`src/verilog/lpfs_consts.svh`:
```
// Purpose: constants of the LED driver power-up and fault sequencer
// Assumes: mclk is the switching-oscillator clock at 25 MHz
// Notes: offsets are byte addresses on the Avalon-MM slave
`ifndef LPFS_CONSTS_SVH
`define LPFS_CONSTS_SVH

// clock
`define LPFS_CLK_HZ 25000000
`define LPFS_CLK_NS 40

// first enable pulse, a least time, rounded up
`define LPFS_EN_MIN_HIGH_NS 750
`define LPFS_EN_MIN_HIGH_CYC ((`LPFS_EN_MIN_HIGH_NS + `LPFS_CLK_NS - 1) / `LPFS_CLK_NS)

// double overcurrent trip, a longest time, rounded down
`define LPFS_DBL_OC_MAX_NS 3000
`define LPFS_DBL_OC_MAX_CYC (`LPFS_DBL_OC_MAX_NS / `LPFS_CLK_NS)

// counts in switching cycles
`define LPFS_DET_DELAY_CYC 3500
`define LPFS_MOD_OC_CYC 10000
`define LPFS_EN_LOW_CYC 32750

// register offsets
`define LPFS_ADDR_CTRL 4'h0
`define LPFS_ADDR_STATUS 4'h4
`define LPFS_ADDR_MASK 4'h8
`define LPFS_ADDR_STATE 4'hC

// control fields
`define LPFS_CTRL_ALLOW 0
`define LPFS_CTRL_FORCE_OFF 1

// status and mask fields
`define LPFS_ST_SHORT 0
`define LPFS_ST_UNUSED 1
`define LPFS_ST_OC_FAST 2
`define LPFS_ST_OC_SLOW 3
`define LPFS_ST_EN_LOW 4
`define LPFS_ST_RUN 5
`define LPFS_EV_W 6

// state register fields
`define LPFS_SR_STATE_LSB 0
`define LPFS_SR_USED_LSB 8
`define LPFS_SR_SHORT_LSB 12

// reset values
`define LPFS_CTRL_RST 32'h0000_0001
`define LPFS_MASK_RST 32'h0000_0000

`endif

```
`src/verilog/lpfs_pkg.sv`:
```
// Purpose: types of the LED driver power-up and fault sequencer
// Assumes: nothing beyond the constants header
// Notes: state codes are one-hot
package lpfs_pkg;

  // sequencer states
  typedef enum logic [5:0] {
    ST_IDLE = 6'b00_0001,
    ST_GATE = 6'b00_0010,
    ST_DETECT = 6'b00_0100,
    ST_SHORT = 6'b00_1000,
    ST_RUN = 6'b01_0000,
    ST_OFF = 6'b10_0000
  } lpfs_state_t;

  // analog comparator results
  typedef struct packed {
    logic supply_undervoltage_lockout_clear;
    logic freq_set_sync_pin_low;
    logic gate_at_level;
    logic current_sense_trip;
    logic current_sense_double_trip;
    logic [3:0] led_sink_pin_above_detect;
    logic [3:0] led_sink_pin_shorted;
    logic [3:0] led_sink_pin_in_use;
  } lpfs_cmp_t;

endpackage

```
`src/verilog/lpfs_top.sv`:
```
// Purpose: power-up and input fault sequencer of a four-channel LED driver
// Assumes: mclk is the switching-oscillator clock; comparators arrive raw
// Notes: soft start, sync clock handling and dimming are outside this block
//
// What this block does
// - start only after enable high for minimum time and lockout cleared
// - check for faults before any LED sink is enabled
// - frequency pin held low keeps the block unpowered
// - lockout cleared and enable high: gate driver on, then pin checks
// - detection starts when gate comparator reports its level
// - wait the detection delay after pin rises before classifying
// - classify pins shorted, unused or in use; short halts power-up
// - double current trip shuts down at once, no counting
// - moderate overcurrent shuts down after its cycle count
// - enable low for its cycle count while the gate driver sequence is under way gives full shutdown
// - hold while a pin is shorted, then recheck all four pins
`timescale 1ns/1ns
`include "lpfs_consts.svh"

module lpfs_top #(
  parameter int MOD_OC_CYC = `LPFS_MOD_OC_CYC,
  parameter int EN_LOW_CYC = `LPFS_EN_LOW_CYC
) (
  input wire logic mclk,
  input wire logic srst,
  input wire logic enable_in,
  input lpfs_pkg::lpfs_cmp_t cmp_in,
  input wire logic [3:0] avs_address,
  input wire logic avs_read,
  input wire logic avs_write,
  input wire logic [31:0] avs_writedata,
  output logic [31:0] avs_readdata,
  output logic avs_waitrequest,
  output logic disconnect_gate_on,
  output logic [3:0] led_sink_en,
  output logic full_shutdown,
  output logic irq
);
  import lpfs_pkg::*;

  ////////////////////////////////////////////////////////////////////////
  // declarations

  lpfs_cmp_t cmp_s1;
  lpfs_cmp_t cmp;
  logic en_s1;
  logic en_s;
  lpfs_state_t state;
  logic [4:0] en_hi_cnt;
  logic [11:0] det_cnt;
  logic [13:0] oc_cnt;
  logic [14:0] en_lo_cnt;
  logic [3:0] pin_used;
  logic [3:0] pin_short;
  logic [31:0] ctrl;
  logic [31:0] mask;
  logic [`LPFS_EV_W-1:0] status;
  logic [`LPFS_EV_W-1:0] ev;
  logic active;
  logic en_hi_ok;
  logic start_ok;
  logic det_done;
  logic any_short;
  logic oc_done;
  logic en_lo_done;
  logic fault;
  logic bus_go;
  logic rd_clear;
  logic rearm_wait;

  ////////////////////////////////////////////////////////////////////////
  // input synchronisers

  always_ff @(posedge mclk) begin
    if (srst) begin
      cmp_s1 <= '0;
      cmp <= '0;
      en_s1 <= 1'b0;
      en_s <= 1'b0;
    end else begin
      cmp_s1 <= cmp_in;
      cmp <= cmp_s1;
      en_s1 <= enable_in;
      en_s <= en_s1;
    end
  end

  ////////////////////////////////////////////////////////////////////////
  // conditions

  // references powered whenever the gate driver sequence is under way
  assign active = (state == ST_GATE) || (state == ST_DETECT) ||
                  (state == ST_SHORT) || (state == ST_RUN);
  assign en_hi_ok = (en_hi_cnt == 5'(`LPFS_EN_MIN_HIGH_CYC));
  assign start_ok = ctrl[`LPFS_CTRL_ALLOW] && !ctrl[`LPFS_CTRL_FORCE_OFF] &&
                    cmp.supply_undervoltage_lockout_clear &&
                    !cmp.freq_set_sync_pin_low && en_hi_ok && !rearm_wait;
  assign det_done = (state == ST_DETECT) &&
                    (det_cnt == 12'(`LPFS_DET_DELAY_CYC - 1));
  assign any_short = |cmp.led_sink_pin_shorted;
  assign oc_done = (oc_cnt == 14'(MOD_OC_CYC - 1)) && cmp.current_sense_trip;
  assign en_lo_done = (en_lo_cnt == 15'(EN_LOW_CYC - 1)) && !en_s;
  // instant trip, no count
  // a low frequency pin only aborts power-up; in run it is sync handling
  assign fault = active && (cmp.current_sense_double_trip || oc_done ||
                 ctrl[`LPFS_CTRL_FORCE_OFF] ||
                 (cmp.freq_set_sync_pin_low && state != ST_RUN));

  ////////////////////////////////////////////////////////////////////////
  // counters

  // first enable pulse width, saturating
  always_ff @(posedge mclk) begin
    if (srst || !en_s) begin
      en_hi_cnt <= '0;
    end else if (!en_hi_ok) begin
      en_hi_cnt <= en_hi_cnt + 5'd1;
    end
  end

  // fresh enable after fault
  // without it a lasting fault would restart the gate every other cycle
  always_ff @(posedge mclk) begin
    if (srst || !en_s) begin
      rearm_wait <= 1'b0;
    end else if (fault) begin
      rearm_wait <= 1'b1;
    end
  end

  always_ff @(posedge mclk) begin
    if (srst || !active || !cmp.current_sense_trip || oc_done) begin
      oc_cnt <= '0;
    end else begin
      oc_cnt <= oc_cnt + 14'd1;
    end
  end

  always_ff @(posedge mclk) begin
    if (srst || !active || en_s || en_lo_done) begin
      en_lo_cnt <= '0;
    end else begin
      en_lo_cnt <= en_lo_cnt + 15'd1;
    end
  end

  // delay runs once any pin passes the detect level
  always_ff @(posedge mclk) begin
    if (srst || state != ST_DETECT || det_done) begin
      det_cnt <= '0;
    end else if (det_cnt != 12'd0 || |cmp.led_sink_pin_above_detect) begin
      det_cnt <= det_cnt + 12'd1;
    end
  end

  ////////////////////////////////////////////////////////////////////////
  // sequencer

  // faults win over every other move
  always_ff @(posedge mclk) begin
    if (srst) begin
      state <= ST_IDLE;
    end else if (fault) begin
      state <= ST_IDLE;
    end else if (active && en_lo_done) begin
      state <= ST_OFF;
    end else begin
      case (state)
        ST_IDLE, ST_OFF: begin
          if (start_ok) begin
            state <= ST_GATE;
          end
        end
        ST_GATE: begin
          if (cmp.gate_at_level) begin
            state <= ST_DETECT;
          end
        end
        ST_DETECT: begin
          if (det_done) begin
            state <= any_short ? ST_SHORT : ST_RUN;
          end
        end
        ST_SHORT: begin
          if (!any_short) begin
            state <= ST_DETECT;
          end
        end
        ST_RUN: begin
          state <= ST_RUN;
        end
        default: begin
          state <= ST_IDLE;
        end
      endcase
    end
  end

  always_ff @(posedge mclk) begin
    if (srst || state == ST_IDLE || state == ST_OFF) begin
      pin_used <= '0;
      pin_short <= '0;
    end else if (det_done) begin
      pin_short <= cmp.led_sink_pin_shorted;
      pin_used <= any_short ? 4'h0 : cmp.led_sink_pin_in_use;
    end
  end

  ////////////////////////////////////////////////////////////////////////
  // outputs

  // gate and sinks drop on the fault edge
  always_ff @(posedge mclk) begin
    if (srst) begin
      disconnect_gate_on <= 1'b0;
      led_sink_en <= '0;
      full_shutdown <= 1'b0;
    end else begin
      disconnect_gate_on <= active && !fault && !en_lo_done;
      led_sink_en <= (state == ST_RUN && !fault && en_s) ? pin_used : 4'h0;
      full_shutdown <= (state == ST_OFF);
    end
  end

  ////////////////////////////////////////////////////////////////////////
  // events and interrupt

  // one-cycle event strobes
  always_comb begin
    ev = '0;
    ev[`LPFS_ST_SHORT] = det_done && any_short;
    ev[`LPFS_ST_UNUSED] = det_done && !any_short && !(&cmp.led_sink_pin_in_use);
    ev[`LPFS_ST_OC_FAST] = active && cmp.current_sense_double_trip;
    ev[`LPFS_ST_OC_SLOW] = active && oc_done;
    ev[`LPFS_ST_EN_LOW] = active && en_lo_done && !fault;
    ev[`LPFS_ST_RUN] = det_done && !any_short && !fault;
  end

  // sticky status; a new event beats the read clear
  always_ff @(posedge mclk) begin
    if (srst) begin
      status <= '0;
    end else begin
      // only bits already reported are cleared, so an event in the wait cycle survives
      status <= (rd_clear ? status & ~avs_readdata[`LPFS_EV_W-1:0] : status) | ev;
    end
  end

  // level interrupt, one cycle behind status
  always_ff @(posedge mclk) begin
    if (srst) begin
      irq <= 1'b0;
    end else begin
      irq <= |(status & mask[`LPFS_EV_W-1:0]);
    end
  end

  ////////////////////////////////////////////////////////////////////////
  // avalon slave

  // every access waits exactly one cycle, which also registers readdata
  assign bus_go = (avs_read || avs_write) && !avs_waitrequest;
  assign rd_clear = bus_go && avs_read && (avs_address == `LPFS_ADDR_STATUS);

  // wait state generator
  always_ff @(posedge mclk) begin
    if (srst) begin
      avs_waitrequest <= 1'b1;
    end else begin
      avs_waitrequest <= !((avs_read || avs_write) && avs_waitrequest);
    end
  end

  // writable registers
  always_ff @(posedge mclk) begin
    if (srst) begin
      ctrl <= `LPFS_CTRL_RST;
      mask <= `LPFS_MASK_RST;
    end else if (bus_go && avs_write) begin
      case (avs_address)
        `LPFS_ADDR_CTRL: begin
          ctrl <= {30'h0, avs_writedata[1:0]};
        end
        `LPFS_ADDR_MASK: begin
          mask <= {26'h0, avs_writedata[`LPFS_EV_W-1:0]};
        end
        default: begin
          ctrl <= ctrl;
        end
      endcase
    end
  end

  // read data settles while waitrequest is still high
  always_ff @(posedge mclk) begin
    if (srst) begin
      avs_readdata <= '0;
    end else if (avs_read && avs_waitrequest) begin
      case (avs_address)
        `LPFS_ADDR_CTRL: begin
          avs_readdata <= ctrl;
        end
        `LPFS_ADDR_STATUS: begin
          avs_readdata <= {26'h0, status};
        end
        `LPFS_ADDR_MASK: begin
          avs_readdata <= mask;
        end
        `LPFS_ADDR_STATE: begin
          avs_readdata <= {16'h0, pin_short, pin_used, 2'b00, state};
        end
        default: begin
          avs_readdata <= '0;
        end
      endcase
    end
  end

endmodule
```
`config.mk`:
```
export PLATFORM = sky130hd
export DESIGN_NAME = lpfs_top
export DESIGN_NICKNAME = d
export VERILOG_FILES = /design/src/verilog/lpfs_pkg.sv /design/src/verilog/lpfs_top.sv
export VERILOG_INCLUDE_DIRS = /design/src /design/src/verilog
export SDC_FILE = /design/constraint.sdc
export NUM_CORES = 1
export LEC_CHECK = 0
export CAP_MARGIN = 20
export CORE_MARGIN = 1
export CORE_UTILIZATION = 36
export CTS_CLUSTER_DIAMETER = 150
export DETAILED_ROUTE_END_ITERATION = 8
export DONT_BUFFER_PORTS = 1
export HOLD_SLACK_MARGIN = 0.08
export MAX_ROUTING_LAYER = met4
export SYNTH_ARGS = -nofsm -noshare
export SYNTH_HDL_FRONTEND = slang
export SYNTH_SLANG_ARGS = --single-unit
```
`constraint.sdc`:
```
create_clock -name mclk -period 6 [get_ports mclk]
set_clock_uncertainty 0.05 [all_clocks]
set_input_delay 0.3 -clock mclk [delete_from_list [all_inputs] [get_ports mclk]]
set_output_delay 0.3 -clock mclk [all_outputs]
set_load 0.02 [all_outputs]
```
==> flow_metrics.env <==
export IMPL_antenna_cells=0
export IMPL_fin_crit_sh=0.4016
export IMPL_ctsResizeCount=0
export IMPL_synth_top_family_by_area="simple AND/OR/NAND/NOR gates"
export IMPL_routed_wl_mm=10.57
export IMPL_setup_viol=0
export IMPL_wl_per_cell_um=13.52
export IMPL_cp_required_ns=6.29
export IMPL_clockRootBuffer="clkbuf_16"
export IMPL_regArea_mm2=0.002663
export IMPL_hpwl_mm=7.300
export IMPL_htreeDepth=4
export IMPL_hold_viol_final=0
export IMPL_antenna_found_initial=0
export IMPL_synthAdderAreaFrac=0.01427
export IMPL_end_kind="flip-flop"
export IMPL_synthTopCellsByArea="dfxtp_1, nor2_1, nor2b_1"
export IMPL_dieArea_mm2=0.01510
export IMPL_grt_ovfl_total=0
export IMPL_drive_above_1_share=0.07143
export IMPL_min_path_type="input pin to flip-flop"
export IMPL_synth_cells=562
export IMPL_muxShareOfSynthArea=0.03258
export IMPL_rr_worst_depth=5
export IMPL_io_buffers=0
export IMPL_dp_slack_ns=3.612
export IMPL_track_usage=0.1577
export IMPL_cp_slowest_cell="or4b_1"
export IMPL_synth_common_cells="dfxtp_1, nor2_1, nand2_1, nor2b_1, nand3_1"
export IMPL_grt_pass1_wl_mm=17.69
export IMPL_synth_xor_area_frac=0.06825
export IMPL_worst_slew_pin_slew_ns=0.8908
export IMPL_die_h_um=122.9
export IMPL_clk_pin_slew_ns=0.06
export IMPL_grt_pass1_vias=3738
export IMPL_slew_headroom=0.4007
export IMPL_yosysTopAreaCell="dfxtp_1"
export IMPL_yosys_area_share_simple=0.2559
export IMPL_drt_iter0_drc=252
export IMPL_finalMaxSlewViolations=0
export IMPL_ys_ff_latch=133
export IMPL_synthArstFlopShare=0
export IMPL_postPlaceCellArea_mm2=0.005323
export IMPL_ir_drop_mv=0.1993
export IMPL_synth_cell_type_count=52
export IMPL_grt_start_max_net_pins=71
export IMPL_via_count=3880
export IMPL_crit_family="simple AND/OR/NAND/NOR gates"
export IMPL_via_per_inst=4.962
export IMPL_cts_tree="done"
export IMPL_critical_path_peak_fanout=14
export IMPL_worst_path_stages=5
export IMPL_synth_area_mm2=0.005261
export IMPL_tns_ns=0
export IMPL_area_delta_synth_final_pct=19.22
export IMPL_status="finished, final reports clean"
export IMPL_p_per_area_mw_per_mm2=331.1
export IMPL_worstSetupPathType="flip-flop to flip-flop"
export IMPL_synth_edf_count=0
export IMPL_yosysMostFrequentCell="dfxtp_1"
export IMPL_p_leak_uw=0.002242
export IMPL_coreArea_mm2=0.01404
export IMPL_worstPathArrival_ns=2.70
export IMPL_drc=0
export IMPL_cts_sinks=133
export IMPL_yosys_warnings=0
export IMPL_worstPathCellList="nor2_1, a221oi_1, or3_4, or4b_1, nor2_1"
export IMPL_fin_crit_ns=2.410
export IMPL_ys_seq_area_frac=0.5061
export IMPL_cpMostUsedCell="nor2_1"
export IMPL_startpoint_type="flip-flop"
export IMPL_synth_compound_area_frac=0.07039
export IMPL_initial_utilization=0.3747
export IMPL_synth_top_area_share=0.5061
export IMPL_slowest_delay_ns=0.77
export IMPL_multiInputGateArea_mm2=0.002390
export IMPL_avgSynthCellArea_um2=9.362
export IMPL_finalWorstSetupSlack_ns=3.590
export IMPL_fp_row_count=43
export IMPL_cts_max_path_buffers=2
export IMPL_ys_flop_type="dfxtp_1"
export IMPL_nFillCells=1365
export IMPL_die_w_um=122.9
export IMPL_hold_depth=3
export IMPL_ios=98
export IMPL_ant_nets=0
export IMPL_max_freq_mhz=415.0
export IMPL_gp_congestion=0.8384
export IMPL_path_buf_inv=0
export IMPL_clock_latency_ns=0.41
export IMPL_drt_pass1_iterations=5
export IMPL_design_area_mm2=0.006272
export IMPL_maxCapViolations=0
export IMPL_numCtsBuffers=17
export IMPL_rsz0062_at_grt="false"
export IMPL_num_nets_final=653
-- worst reg2reg max path, stage by stage (launching register included) --
cell and delay, ns:
dfxtp_1 0.36, nor2_1 0.38, a221oi_1 0.18, or3_4 0.39
or4b_1 0.77, nor2_1 0.21
-- what timing repair did --
action,in CTS,in global routing
hold endpoints to repair,73,0
setup buffers,0,0
hold buffers,29,0
-- through the flow --
stage	instances	power [µW]	util	hold WS, ns
2_1_floorplan	579	966.7	-	0.3638
3_3_place_gp	721	957.4	0.3790	0.3424
3_5_place_dp	721	958.0	0.3790	0.3428
4_1_cts	782	2097	0.4467	0.08106
5_1_grt	782	2143	0.4467	0.08257
6_report	782	2077	0.4467	0.09152
-- metal layers --
layer | track usage | up-vias | part of all wire
met1 | 0.1990 | 1814 | 0.47
met3 | 0.04382 | 11 | 0.054
li1 | - | 1947 | -
met4 | 0.06402 | 0 | 0.011
met5 | - | - | 0
met2 | 0.2374 | 108 | 0.46
-- registers in the layout, summed over array words and instances, names as in the netlist --
name                flops
cmp                    17
cmp_s1                 17
en_lo_cnt              15
avs_readdata           14
oc_cnt                 14
det_cnt                12
mask                    6
state                   6
status                  6
en_hi_cnt               5
led_sink_en             4
pin_short               4
pin_used                4
ctrl                    2
avs_waitrequest         1
disconnect_gate_on      1
en_s                    1
en_s1                   1
full_shutdown           1
irq                     1
rearm_wait              1
-- final cells by class --
class	count	area share
inverters	8	0.004788
clock buffers	23	0.07461
well taps	180	0.03591
clock inverters	9	0.02773
multi-input cells	398	0.3810
repair buffers	31	0.05147
flip-flops and latches	133	0.4245
-- logic make-up (layout without fill, tap and decap cells) --
logic type,after synthesis,after routing
AOI/OAI and AO/OA,54,54
xor gates and xnor gates,41,41
adders and majority gates,6,6
buffers and inverters,48,71
DFF,133,133
muxes,14,14
other,1,18
and+or+nand+nor,265,265
-- report_power, final --
group	switching [µW]	internal [µW]	total (µW)
registers	6.56	896	903
clock network	357	757	1110
logic	32.7	26.7	59.4
-- placed cells by master, fill, tap and decap left out, types with 7 or more instances in the layout --
master,count
xor2_1,15
and3_1,8
dlygate4sd3_1,28
nand2_1,40
xnor2_1,26
inv_1,7
nor3_1,13
a22oi_1,20
nor2_1,89
nor4_1,10
mux2i_1,7
clkbuf_16,17
nand3_1,27
dfxtp_1,133
nand4_1,9
nor2b_1,40
conb_1,18
a21oi_1,14
-- final timing paths --
| kind | startpoint | slack [ns] | to |
|---|---|---|---|
| max | state[1] | 3.59 | oc_cnt[13] |
| min | avs_write | 0.09 | ctrl[0] |
| max reg2reg | state[1] | 3.59 | oc_cnt[13] |
| min reg2reg | cmp_s1[13] | 0.38 | cmp[13] |
Note: power is estimated with default switching activity, not from simulation.
